File: config.mk
export PLATFORM = sky130hd
export DESIGN_NAME = clpc_top
export DESIGN_NICKNAME = d
export VERILOG_FILES = /design/src/clpc_pkg.sv /design/src/clpc_top.sv /design/src/clpc_clk_switch.sv
export SDC_FILE = /design/constraint.sdc
export NUM_CORES = 1
export LEC_CHECK = 0
export BUFFER_PORTS_ARGS = -buffer_cell sky130_fd_sc_hd__clkbuf_2
export CAP_MARGIN = 5
export CORE_ASPECT_RATIO = 0.7
export CORE_MARGIN = 2
export CORE_UTILIZATION = 45
export DETAILED_ROUTE_END_ITERATION = 10
export GPL_TIMING_DRIVEN = 0
export PLACE_DENSITY = 0.69
export SETUP_SLACK_MARGIN = 0.3
export SLEW_MARGIN = 20
export SYNTH_ARGS = -nofsm -noshare
export SYNTH_HDL_FRONTEND = slang
export SYNTH_SLANG_ARGS = --single-unit
File: constraint.sdc
create_clock -name ref_clk -period 3.95 [get_ports ref_clk]
set_clock_uncertainty 0.05 [all_clocks]
set_input_delay 0.1975 -clock ref_clk [delete_from_list [all_inputs] [get_ports ref_clk]]
set_output_delay 0.1975 -clock ref_clk [all_outputs]
set_load 0.01 [all_outputs]
File: src/clpc_pkg.sv
// Shared constants and types for the clock and low-power controller
package clpc_pkg;

  // System clock sources, one gate bit each
  typedef enum logic [1:0] {
    SRC_RC8  = 2'b00,
    SRC_EXT  = 2'b01,
    SRC_RC48 = 2'b10,
    SRC_PLL  = 2'b11
  } clpc_src_t;

  // Power states
  typedef enum logic [1:0] {
    PWR_RUN   = 2'b00,
    PWR_SLEEP = 2'b01,
    PWR_STOP  = 2'b10
  } clpc_pwr_t;

  // Reference clock rate
  localparam int REF_CLK_MHZ = 125;

  // Dead time between closing one gate and opening the next
  localparam int SWITCH_GAP_NS = 48;
  localparam int SWITCH_GAP_CYC = (SWITCH_GAP_NS * REF_CLK_MHZ + 999) / 1000;

  // Longest silence of the external clock before it counts as failed
  localparam int FAIL_TIMEOUT_NS = 2000;
  localparam int FAIL_TIMEOUT_CYC = (FAIL_TIMEOUT_NS * REF_CLK_MHZ) / 1000;

  // Source frequencies and bus limit
  localparam int RC8_MHZ = 8;
  localparam int RC48_MHZ = 48;
  localparam int BUS_MAX_MHZ = 48;
  localparam int EXT_MIN_MHZ = 4;
  localparam int EXT_MAX_MHZ = 32;

  // Phase-locked loop input selection
  localparam logic [1:0] PLLSRC_RC8 = 2'h0;
  localparam logic [1:0] PLLSRC_EXT = 2'h1;
  localparam logic [1:0] PLLSRC_RC48 = 2'h2;

  // Prescaler limits
  localparam logic [3:0] AHB_SHIFT_MAX = 4'h9;
  localparam logic [2:0] APB_SHIFT_MAX = 3'h4;

  // Trim code of the 48 MHz oscillator
  localparam logic [5:0] TRIM_RESET = 6'h20;
  localparam logic [5:0] TRIM_MAX = 6'h3f;

  // Bit positions in the synchronised pin vector
  localparam int PIN_W = 38;
  localparam int PIN_EXT_TICK = 0;
  localparam int PIN_EXT_RDY = 1;
  localparam int PIN_RC48_RDY = 2;
  localparam int PIN_PLL_LOCK = 3;
  localparam int PIN_SYNC = 4;
  localparam int PIN_RC48_TICK = 5;
  localparam int PIN_EVT_LSB = 6;

endpackage

File: src/clpc_top.sv
// Clock source, prescaler, trim and low-power mode controller
// Contract
// - Reset selects internal 8 MHz RC clock
// - External 4-32 MHz clock selectable and monitored
// - External failure falls back to RC automatically
// - Failure interrupt only when its enable set
// - Phase-locked loop input faults raise interrupt
// - Prescalers make bus clocks, max 48 MHz; faster settings are only flagged
// - 48 MHz RC drives system or PLL
// - Trimmer retunes 48 MHz RC from sync
// - Sleep halts processor clock only; events wake
// - Stop gates core clocks, disables three oscillators
// - Stop keeps memory and registers intact
// - Any event line wakes from Stop
// - Serial peripherals may request RC in Stop
// - Stop leaves calendar and watchdog clocks running
// - Low secondary supply disables its I/Os
// - Secondary supply comparator drives event line 31
`timescale 1ns/1ns
module clpc_top
  import clpc_pkg::*;
#(
  parameter int EXT_MHZ = 8,
  parameter int PLL_MUL = 4,
  parameter logic [15:0] SYNC_TARGET = 16'd1500,
  parameter logic [15:0] TRIM_TOL = 16'd3
) (
  input wire logic ref_clk,
  input wire logic reset_n,
  input wire clpc_src_t sw_sysclk_sel,
  input wire logic ext_osc_on,
  input wire logic rc48_on,
  input wire logic pll_on,
  input wire logic [1:0] pll_src_sel,
  input wire logic css_irq_en,
  input wire logic pll_irq_en,
  input wire logic css_flag_clr,
  input wire logic pll_flag_clr,
  input wire logic [3:0] ahb_shift,
  input wire logic [2:0] apb_shift,
  input wire logic trim_auto_en,
  input wire logic [5:0] trim_sw,
  input wire logic sleep_req,
  input wire logic stop_req,
  input wire logic irq_pending,
  input wire logic [31:0] event_wake_mask,
  input wire logic [3:0] rc8_wake_req,
  input wire logic ext_clk_tick,
  input wire logic ext_ready,
  input wire logic rc48_ready,
  input wire logic pll_lock,
  input wire logic sync_in,
  input wire logic rc48_tick,
  input wire logic io2_below_ref,
  input wire logic [30:0] event_lines,
  output logic [3:0] sysclk_gate,
  output clpc_src_t sysclk_src,
  output logic switch_busy,
  output logic css_flag_ff,
  output logic pll_flag_ff,
  output logic clk_irq_ff,
  output logic ahb_tick_ff,
  output logic apb_tick_ff,
  output logic bus_overspeed_ff,
  output logic [5:0] rc48_trim_ff,
  output logic cpu_clk_en_ff,
  output logic core_clk_en_ff,
  output logic rc8_en_ff,
  output logic ext_osc_en_ff,
  output logic pll_en_ff,
  output logic rc48_en_ff,
  output logic lowspeed_keep_en_ff,
  output logic retain_en_ff,
  output logic io2_disable_ff,
  output logic event_line31_ff,
  output clpc_pwr_t power_state_ff,
  output logic wake_pulse_ff
);

  // Frequency of a source in MHz
  function automatic int src_mhz(input clpc_src_t s, input logic [1:0] psel);
    int pin;
    pin = (psel == PLLSRC_EXT) ? EXT_MHZ : (psel == PLLSRC_RC48) ? RC48_MHZ : RC8_MHZ;
    unique case (s)
      SRC_RC8:  src_mhz = RC8_MHZ;
      SRC_EXT:  src_mhz = EXT_MHZ;
      SRC_RC48: src_mhz = RC48_MHZ;
      SRC_PLL:  src_mhz = pin * PLL_MUL;
    endcase
  endfunction

  // Divider terminal count for a power-of-two shift
  function automatic logic [8:0] div_limit(input logic [3:0] sh);
    logic [3:0] s;
    s = (sh > AHB_SHIFT_MAX) ? AHB_SHIFT_MAX : sh;
    div_limit = 9'((32'd1 << s) - 32'd1);
  endfunction

  logic [PIN_W-1:0] pin_a_ff;
  logic [PIN_W-1:0] pin_b_ff;
  logic ext_tick_prev_ff;
  logic rc48_tick_prev_ff;
  logic sync_prev_ff;
  logic [7:0] fail_cnt_ff;
  logic ext_failed_ff;
  logic force_rc8_ff;
  logic pll_was_locked_ff;
  logic [8:0] ahb_cnt_ff;
  logic [8:0] apb_cnt_ff;
  logic [15:0] trim_cnt_ff;
  clpc_pwr_t nxt_power_state;
  clpc_src_t req_src;
  logic [31:0] evt_all;
  logic any_wake_evt;
  logic ext_in_use;
  logic ext_edge;
  logic css_evt;
  logic pll_evt;
  logic [3:0] src_ready;
  logic [8:0] ahb_lim;
  logic [8:0] apb_lim;
  logic sync_rise;
  logic rc48_edge;
  int sys_mhz;

  // Two-flop synchronisers for all pin inputs
  always_ff @(posedge ref_clk or negedge reset_n) begin
    if (!reset_n) begin
      pin_a_ff <= '0;
      pin_b_ff <= '0;
    end else begin
      pin_a_ff <= {event_lines, io2_below_ref, rc48_tick, sync_in, pll_lock, rc48_ready,
                   ext_ready, ext_clk_tick};
      pin_b_ff <= pin_a_ff;
    end
  end

  // Event lines: 0..30 from pins, 31 from the secondary supply comparator
  assign evt_all = {pin_b_ff[PIN_EVT_LSB], pin_b_ff[PIN_W-1:PIN_EVT_LSB+1]};
  assign any_wake_evt = |(evt_all & event_wake_mask);

  // Secondary supply monitor outputs
  always_ff @(posedge ref_clk or negedge reset_n) begin
    if (!reset_n) begin
      io2_disable_ff <= 1'b0;
      event_line31_ff <= 1'b0;
    end else begin
      io2_disable_ff <= pin_b_ff[PIN_EVT_LSB];
      event_line31_ff <= pin_b_ff[PIN_EVT_LSB];
    end
  end

  // Power mode next state
  always_comb begin
    nxt_power_state = power_state_ff;
    unique case (power_state_ff)
      PWR_RUN: begin
        if (stop_req) begin
          nxt_power_state = PWR_STOP;
        end else if (sleep_req) begin
          nxt_power_state = PWR_SLEEP;
        end
      end
      PWR_SLEEP: begin
        if (irq_pending || any_wake_evt) begin
          nxt_power_state = PWR_RUN;
        end
      end
      PWR_STOP: begin
        if (any_wake_evt) begin
          nxt_power_state = PWR_RUN;
        end
      end
      default: nxt_power_state = PWR_RUN;
    endcase
  end

  // Power mode state and wake pulse
  always_ff @(posedge ref_clk or negedge reset_n) begin
    if (!reset_n) begin
      power_state_ff <= PWR_RUN;
      wake_pulse_ff <= 1'b0;
    end else begin
      power_state_ff <= nxt_power_state;
      wake_pulse_ff <= (power_state_ff != PWR_RUN) && (nxt_power_state == PWR_RUN);
    end
  end

  // Clock and oscillator enables per power mode
  always_ff @(posedge ref_clk or negedge reset_n) begin
    if (!reset_n) begin
      cpu_clk_en_ff <= 1'b1;
      core_clk_en_ff <= 1'b1;
      retain_en_ff <= 1'b0;
      rc8_en_ff <= 1'b1;
      ext_osc_en_ff <= 1'b0;
      pll_en_ff <= 1'b0;
      rc48_en_ff <= 1'b0;
      lowspeed_keep_en_ff <= 1'b0;
    end else begin
      cpu_clk_en_ff <= nxt_power_state == PWR_RUN;
      core_clk_en_ff <= nxt_power_state != PWR_STOP;
      retain_en_ff <= nxt_power_state == PWR_STOP;
      rc8_en_ff <= (nxt_power_state != PWR_STOP) || (|rc8_wake_req);
      ext_osc_en_ff <= ext_osc_on && !ext_failed_ff && nxt_power_state != PWR_STOP;
      pll_en_ff <= pll_on && nxt_power_state != PWR_STOP;
      rc48_en_ff <= rc48_on && nxt_power_state != PWR_STOP;
      lowspeed_keep_en_ff <= 1'b1;
    end
  end

  // Readiness of each source, indexed by source code
  assign src_ready = {pin_b_ff[PIN_PLL_LOCK] & pll_en_ff,
                      pin_b_ff[PIN_RC48_RDY] & rc48_en_ff,
                      pin_b_ff[PIN_EXT_RDY] & ext_osc_en_ff,
                      rc8_en_ff};

  // External clock in use, directly or through the loop
  assign ext_in_use = ext_osc_en_ff && (sysclk_src == SRC_EXT ||
                      (sysclk_src == SRC_PLL && pll_src_sel == PLLSRC_EXT));
  assign ext_edge = pin_b_ff[PIN_EXT_TICK] ^ ext_tick_prev_ff;
  assign css_evt = ext_in_use && !ext_edge &&
                   fail_cnt_ff == 8'(FAIL_TIMEOUT_CYC - 1);

  // External clock activity monitor
  always_ff @(posedge ref_clk or negedge reset_n) begin
    if (!reset_n) begin
      ext_tick_prev_ff <= 1'b0;
      fail_cnt_ff <= '0;
    end else begin
      ext_tick_prev_ff <= pin_b_ff[PIN_EXT_TICK];
      if (!ext_in_use || ext_edge) begin
        fail_cnt_ff <= '0;
      end else if (fail_cnt_ff != 8'(FAIL_TIMEOUT_CYC)) begin
        fail_cnt_ff <= fail_cnt_ff + 8'h01;
      end
    end
  end

  // Failed oscillator stays off until software drops its enable
  always_ff @(posedge ref_clk or negedge reset_n) begin
    if (!reset_n) begin
      ext_failed_ff <= 1'b0;
    end else if (css_evt) begin
      ext_failed_ff <= 1'b1;
    end else if (!ext_osc_on) begin
      ext_failed_ff <= 1'b0;
    end
  end

  // RC override after failure or Stop, held until software selects RC
  always_ff @(posedge ref_clk or negedge reset_n) begin
    if (!reset_n) begin
      force_rc8_ff <= 1'b0;
    end else if (css_evt) begin
      force_rc8_ff <= 1'b1;
    end else if (nxt_power_state == PWR_STOP && power_state_ff != PWR_STOP) begin
      force_rc8_ff <= 1'b1;
    end else if (sw_sysclk_sel == SRC_RC8) begin
      force_rc8_ff <= 1'b0;
    end
  end

  assign req_src = force_rc8_ff ? SRC_RC8 : sw_sysclk_sel;

  // Glitch-free source switch
  clpc_clk_switch #(
    .GAP_CYC(SWITCH_GAP_CYC)
  ) u_switch (
    .ref_clk(ref_clk),
    .reset_n(reset_n),
    .req_src(req_src),
    .src_ready(src_ready),
    .gate_en_ff(sysclk_gate),
    .cur_src_ff(sysclk_src),
    .busy_ff(switch_busy)
  );

  // Loop input faults: lock loss or failure of its external input
  assign pll_evt = (pll_was_locked_ff && !pin_b_ff[PIN_PLL_LOCK] && pll_en_ff) ||
                   (css_evt && pll_en_ff && pll_src_sel == PLLSRC_EXT);

  // Sticky fault flags, a new event beats a clear
  always_ff @(posedge ref_clk or negedge reset_n) begin
    if (!reset_n) begin
      pll_was_locked_ff <= 1'b0;
      css_flag_ff <= 1'b0;
      pll_flag_ff <= 1'b0;
    end else begin
      pll_was_locked_ff <= pll_en_ff & pin_b_ff[PIN_PLL_LOCK];
      if (css_evt) begin
        css_flag_ff <= 1'b1;
      end else if (css_flag_clr) begin
        css_flag_ff <= 1'b0;
      end
      if (pll_evt) begin
        pll_flag_ff <= 1'b1;
      end else if (pll_flag_clr) begin
        pll_flag_ff <= 1'b0;
      end
    end
  end

  // Interrupt only for enabled flags
  always_ff @(posedge ref_clk or negedge reset_n) begin
    if (!reset_n) begin
      clk_irq_ff <= 1'b0;
    end else begin
      clk_irq_ff <= (css_flag_ff & css_irq_en) | (pll_flag_ff & pll_irq_en);
    end
  end

  assign ahb_lim = div_limit(ahb_shift);
  assign apb_lim = div_limit({1'b0, (apb_shift > APB_SHIFT_MAX) ? APB_SHIFT_MAX : apb_shift});

  // Bus prescalers, frozen while core clocks are gated
  always_ff @(posedge ref_clk or negedge reset_n) begin
    if (!reset_n) begin
      ahb_cnt_ff <= '0;
      apb_cnt_ff <= '0;
      ahb_tick_ff <= 1'b0;
      apb_tick_ff <= 1'b0;
    end else if (!core_clk_en_ff) begin
      ahb_tick_ff <= 1'b0;
      apb_tick_ff <= 1'b0;
    end else begin
      ahb_tick_ff <= ahb_cnt_ff >= ahb_lim;
      apb_tick_ff <= (ahb_cnt_ff >= ahb_lim) && (apb_cnt_ff >= apb_lim);
      if (ahb_cnt_ff >= ahb_lim) begin
        ahb_cnt_ff <= '0;
        apb_cnt_ff <= (apb_cnt_ff >= apb_lim) ? 9'h000 : apb_cnt_ff + 9'h001;
      end else begin
        ahb_cnt_ff <= ahb_cnt_ff + 9'h001;
      end
    end
  end

  assign sys_mhz = src_mhz(sysclk_src, pll_src_sel);

  // Flag a bus clock setting above the limit
  always_ff @(posedge ref_clk or negedge reset_n) begin
    if (!reset_n) begin
      bus_overspeed_ff <= 1'b0;
    end else begin
      bus_overspeed_ff <= (sys_mhz >> ahb_shift) > BUS_MAX_MHZ;
    end
  end

  assign sync_rise = pin_b_ff[PIN_SYNC] && !sync_prev_ff;
  assign rc48_edge = pin_b_ff[PIN_RC48_TICK] ^ rc48_tick_prev_ff;

  // Count oscillator ticks per sync period and nudge the trim
  always_ff @(posedge ref_clk or negedge reset_n) begin
    if (!reset_n) begin
      sync_prev_ff <= 1'b0;
      rc48_tick_prev_ff <= 1'b0;
      trim_cnt_ff <= '0;
      rc48_trim_ff <= TRIM_RESET;
    end else begin
      sync_prev_ff <= pin_b_ff[PIN_SYNC];
      rc48_tick_prev_ff <= pin_b_ff[PIN_RC48_TICK];
      if (!trim_auto_en) begin
        rc48_trim_ff <= trim_sw;
        trim_cnt_ff <= '0;
      end else if (sync_rise) begin
        trim_cnt_ff <= '0;
        // One spare bit so a saturated count cannot wrap the compare
        if ({1'b0, trim_cnt_ff} > {1'b0, SYNC_TARGET} + {1'b0, TRIM_TOL} &&
            rc48_trim_ff != 6'h00) begin
          rc48_trim_ff <= rc48_trim_ff - 6'h01;
        end else if ({1'b0, trim_cnt_ff} + {1'b0, TRIM_TOL} < {1'b0, SYNC_TARGET} &&
                     rc48_trim_ff != TRIM_MAX) begin
          rc48_trim_ff <= rc48_trim_ff + 6'h01;
        end
      end else if (rc48_edge && rc48_en_ff && trim_cnt_ff != 16'hffff) begin
        trim_cnt_ff <= trim_cnt_ff + 16'h0001;
      end
    end
  end

endmodule // clpc_top

File: src/clpc_clk_switch.sv
// Glitch-free system clock source switch with break-before-make gating
`timescale 1ns/1ns
module clpc_clk_switch
  import clpc_pkg::*;
#(
  parameter int GAP_CYC = SWITCH_GAP_CYC
) (
  input wire logic ref_clk,
  input wire logic reset_n,
  input wire clpc_src_t req_src,
  input wire logic [3:0] src_ready,
  output logic [3:0] gate_en_ff,
  output clpc_src_t cur_src_ff,
  output logic busy_ff
);

  localparam int CW = $clog2(GAP_CYC + 1);

  logic [CW-1:0] gap_cnt_ff;
  clpc_src_t tgt_ff;

  // Close old gate, wait the dead time, open the new one
  always_ff @(posedge ref_clk or negedge reset_n) begin
    if (!reset_n) begin
      gate_en_ff <= 4'h1;
      cur_src_ff <= SRC_RC8;
      tgt_ff <= SRC_RC8;
      busy_ff <= 1'b0;
      gap_cnt_ff <= '0;
    end else if (!busy_ff) begin
      if (req_src != cur_src_ff && src_ready[req_src]) begin
        busy_ff <= 1'b1;
        gate_en_ff <= 4'h0;
        tgt_ff <= req_src;
        gap_cnt_ff <= CW'(GAP_CYC - 1);
      end
    end else if (gap_cnt_ff != '0) begin
      gap_cnt_ff <= gap_cnt_ff - 1'b1;
    end else if (!src_ready[tgt_ff]) begin
      // Target died during the gap: fall back to the RC oscillator
      tgt_ff <= SRC_RC8;
      gap_cnt_ff <= CW'(GAP_CYC - 1);
    end else begin
      gate_en_ff <= 4'(4'h1 << tgt_ff);
      cur_src_ff <= tgt_ff;
      busy_ff <= 1'b0;
    end
  end

endmodule // clpc_clk_switch

==> flow_summary.json <==
{
  "fillers": 1281,
  "cts_buffers": 17,
  "p_int_mw": 3.174,
  "slowest_delay_ns": 0.37,
  "p_switching_mw": 1.394,
  "timing.hold.ws_ns": 0.02653,
  "post_cts_resize_count": 0,
  "clockPowerShare": 0.364,
  "hold_start": "sw_sysclk_sel[1]",
  "hpwl_um": 11150,
  "final-setup-viol-count": 0,
  "wirelength_um": 16000,
  "synth_edf_count": 0,
  "dieWidth_um": 153.7,
  "power_frac_seq": 0.441,
  "leakagePower_nw": 4.298,
  "cts_root_buf": "clkbuf_16",
  "grt_use_total": 0.2024,
  "synth_cells": 631,
  "gp_congestion": 0.8605,
  "grt.overflow.total": 0,
  "syn_area_um2": 7058,
  "path_clk_slew_ns": 0.07,
  "r2r_setup_slack_ns": 0.91,
  "via_per_inst": 5.181,
  "yosys_warnings": 0,
  "core_area_um2": 15400,
  "min_period_ns": 3.146,
  "io_buffers": 132,
  "wl_met3_um": 943,
  "ys.flop_type": "dfrtp_1",
  "grt_max_degree": 95,
  "clkSinkCount": 160,
  "drc": 0,
  "rsz0062_at_grt": "no",
  "ant_nets": 0,
  "met2_length_um": 7415,
  "cts_max_level": 4,
  "switching_share": 0.3052,
  "n_antenna_cell": 0,
  "avgRoutedWirePerCell_um": 15.29,
  "p_per_area_nw_per_um2": 501.6,
  "crit_top_cell": "clkbuf_1",
  "syn_to_final_growth_pct": 29.02,
  "worstSkewPairLatency_ns": 0.43,
  "peakVddDrop_mv": 0.3302,
  "grt_pass1_vias": 5563,
  "drive_gt1_frac": 0.2435,
  "crit_chain": "clkbuf_1, nor3_1, nand2b_1, ha_1, clkbuf_1, nor3_1, a21o_1, a32oi_1, ha_1, o21a_1, o21ai_0, o21ba_2, a211oi_1, clkbuf_1, nor2b_1, nor2_1",
  "tns_ns": 0,
  "reg2reg_from": "rc48_trim_ff[1]$_DFFE_PN0P_",
  "rows": 38,
  "clk_path_buf_depth": 2,
  "tightest_slew_ns": 0.7721,
  "status": "finished, final reports clean",
  "die_area_um2": 16720,
  "critPathMaxFanout": 10,
  "cts_setup_buffers": 0,
  "min_path_cells": 3,
  "reg2reg_depth": 10,
  "post-route-period-util": 0.7965,
  "max_freq_mhz": 317.8,
  "wl_met1_um": 7313,
  "hold_buffers": 49,
  "async_reset_ff_frac": 1.000,
  "firstDrtPassIters": 4,
  "cp-start-kind": "input pin",
  "antenna_found_initial": 0,
  "grt_pass1_wl_um": 26940,
  "routed.top_layer": "met4",
  "cap_violations": 0,
  "ys_ff_latch": 160,
  "min_to": "force_rc8_ff$_DFFE_PN0P_",
  "combPwrFrac": 0.195,
  "vias": 5419,
  "drv_slew": 0,
  "finalHoldViolations": 0,
  "slew_headroom": 0.4813,
  "nets": 965,
  "ios": 136,
  "critPathSlowestCell": "clkbuf_1",
  "yosysSeqAreaShare": 0.5682,
  "crit_path_end_kind": "flop",
  "ys_types": 69,
  "r2r-end": "rc48_trim_ff[5]$_DFFE_PN1P_",
  "cp.arrival_ns": 3.40,
  "required_ns": 4.20,
  "crit_type": "input pin to flop",
  "drt_iter0_markers": 305,
  "tritoncts": "yes",
  "start_util": 0.4582,
  "die_h_um": 108.8,
  "synth.avg_cell_area_um2": 11.19,
  "hold_class": "input pin to flop"
}
## cell usage in the layout, fill, tap and decap left out, types with 7 or more instances in the layout
master	netlist	routed
nand4_1	13	13
nor3_1	9	9
inv_1	33	33
nand2_1	44	44
clkbuf_16	0	17
and3_1	7	7
mux2_2	11	11
a22oi_1	12	12
clkbuf_2	0	131
dfrtp_1	155	155
dlygate4sd3_1	0	49
o21ai_0	24	24
xnor2_1	17	17
xor2_1	18	18
nand3_1	28	28
nor2b_1	11	11
clkbuf_1	16	16
a22o_1	8	8
ha_1	27	27
a21oi_1	19	19
nor2_1	58	58
## power groups by stage
stage / clock network (mW) / registers [mW] / logic (mW)
finish: 1.66 / 2.01 / 0.893
global route: 1.77 / 2.04 / 1.01
detailed placement: 0 / 2.04 / 0.857
CTS: 1.69 / 2.01 / 0.897
floorplan: 0 / 2.02 / 0.542
global placement: 0 / 2.03 / 0.808
## synthesized netlist by cell type, types with 13 or more instances
| cell | n | area [µm²] |
|---|---|---|
| nor2_1 | 58 | 217.7 |
| clkbuf_1 | 16 | 60.06 |
| ha_1 | 27 | 337.8 |
| dfrtp_1 | 155 | 3879 |
| a21oi_1 | 19 | 95.09 |
| nand4_1 | 13 | 81.33 |
| xor2_1 | 18 | 157.7 |
| nand3_1 | 28 | 140.1 |
| nand2_1 | 44 | 165.2 |
| o21ai_0 | 24 | 120.1 |
| xnor2_1 | 17 | 148.9 |
| inv_1 | 33 | 123.9 |
## kinds of logic (layout without fill, tap and decap cells)
logic type	after synthesis	in the layout	synth area share
buf+inv	57	271	0.03244
fa+ha+maj	28	28	0.05070
xor+xnor	35	35	0.04343
compound gates	115	115	0.1135
mux	16	16	0.02464
flops	160	160	0.5682
simple gates	219	219	0.1666
other cells	1	2	0.0005313
## area by class of cell
type	instances	area [µm²]	share of cell area
inverters	33	123.9	0.01360
flip-flops and latches	160	4010	0.4404
clock buffers	18	439.2	0.04823
repair buffers	182	1187	0.1304
clock inverters	14	167.7	0.01841
well taps	200	250.2	0.02748
plain buffers	24	105.1	0.01154
multi-input cells	415	2823	0.3100
## state kept, by name, indices dropped and copies added (netlist names), 2 cells and up
signal	cells
ahb_cnt_ff	9
pin_b_ff	38
u_switch.cur_src_ff	2
fail_cnt_ff	8
rc48_trim_ff	6
pin_a_ff	38
u_switch.gap_cnt_ff	3
power_state_ff	2
apb_cnt_ff	9
u_switch.tgt_ff	2
u_switch.gate_en_ff	4
trim_cnt_ff	16
## how the worst max path moves through the flow
| stage | from | end | slack [ns] | depth (start not counted) |
|---|---|---|---|---|
| 2_1_floorplan | ahb_shift[3] | apb_cnt_ff[5]$_DFFE_PN0P_ | 0.87 | 16 |
| 3_3_place_gp | reset_n | pin_a_ff[7]$_DFF_PN0_ | -0.04 | 1 |
| 3_5_place_dp | ahb_shift[3] | apb_cnt_ff[7]$_DFFE_PN0P_ | 0.39 | 16 |
| 4_1_cts | ahb_shift[3] | apb_cnt_ff[7]$_DFFE_PN0P_ | 0.85 | 16 |
| 5_1_grt | ahb_shift[3] | apb_cnt_ff[7]$_DFFE_PN0P_ | 0.48 | 16 |
| 6_report | ahb_shift[3] | apb_cnt_ff[7]$_DFFE_PN0P_ | 0.80 | 16 |
## per-layer routing
layer | vias up | GRT usage
met5 | - | 0
met4 | 0 | 0.09109
met3 | 28 | 0.05843
met2 | 145 | 0.3187
met1 | 2614 | 0.2634
li1 | 2632 | -
## worst max-delay path, delay by kind of cell
kind | cells | cell delay [ns]
and+or+nand+nor | 5 | 1.04
buffers and inverters | 3 | 0.70
AOI/OAI and AO/OA | 6 | 0.97
adders and majority gates | 2 | 0.50
## stage by stage
step / total power [mW] / setup slack, ns / cell area, µm² / std cells / utilization
after global routing: 4.825 / 0.4784 / 9106 / 1046 / 0.5911
after detailed placement: 2.901 / 0.3908 / 8009 / 965 / 0.5199
after global placement: 2.838 / -0.04007 / 7973 / 964 / 0.5175
after CTS: 4.601 / 0.8519 / 9106 / 1046 / 0.5911
after floorplan: 2.561 / 0.8690 / 7062 / 632 / -
final: 4.567 / 0.8036 / 9106 / 1046 / 0.5911
(Power assumes the default switching activity.)
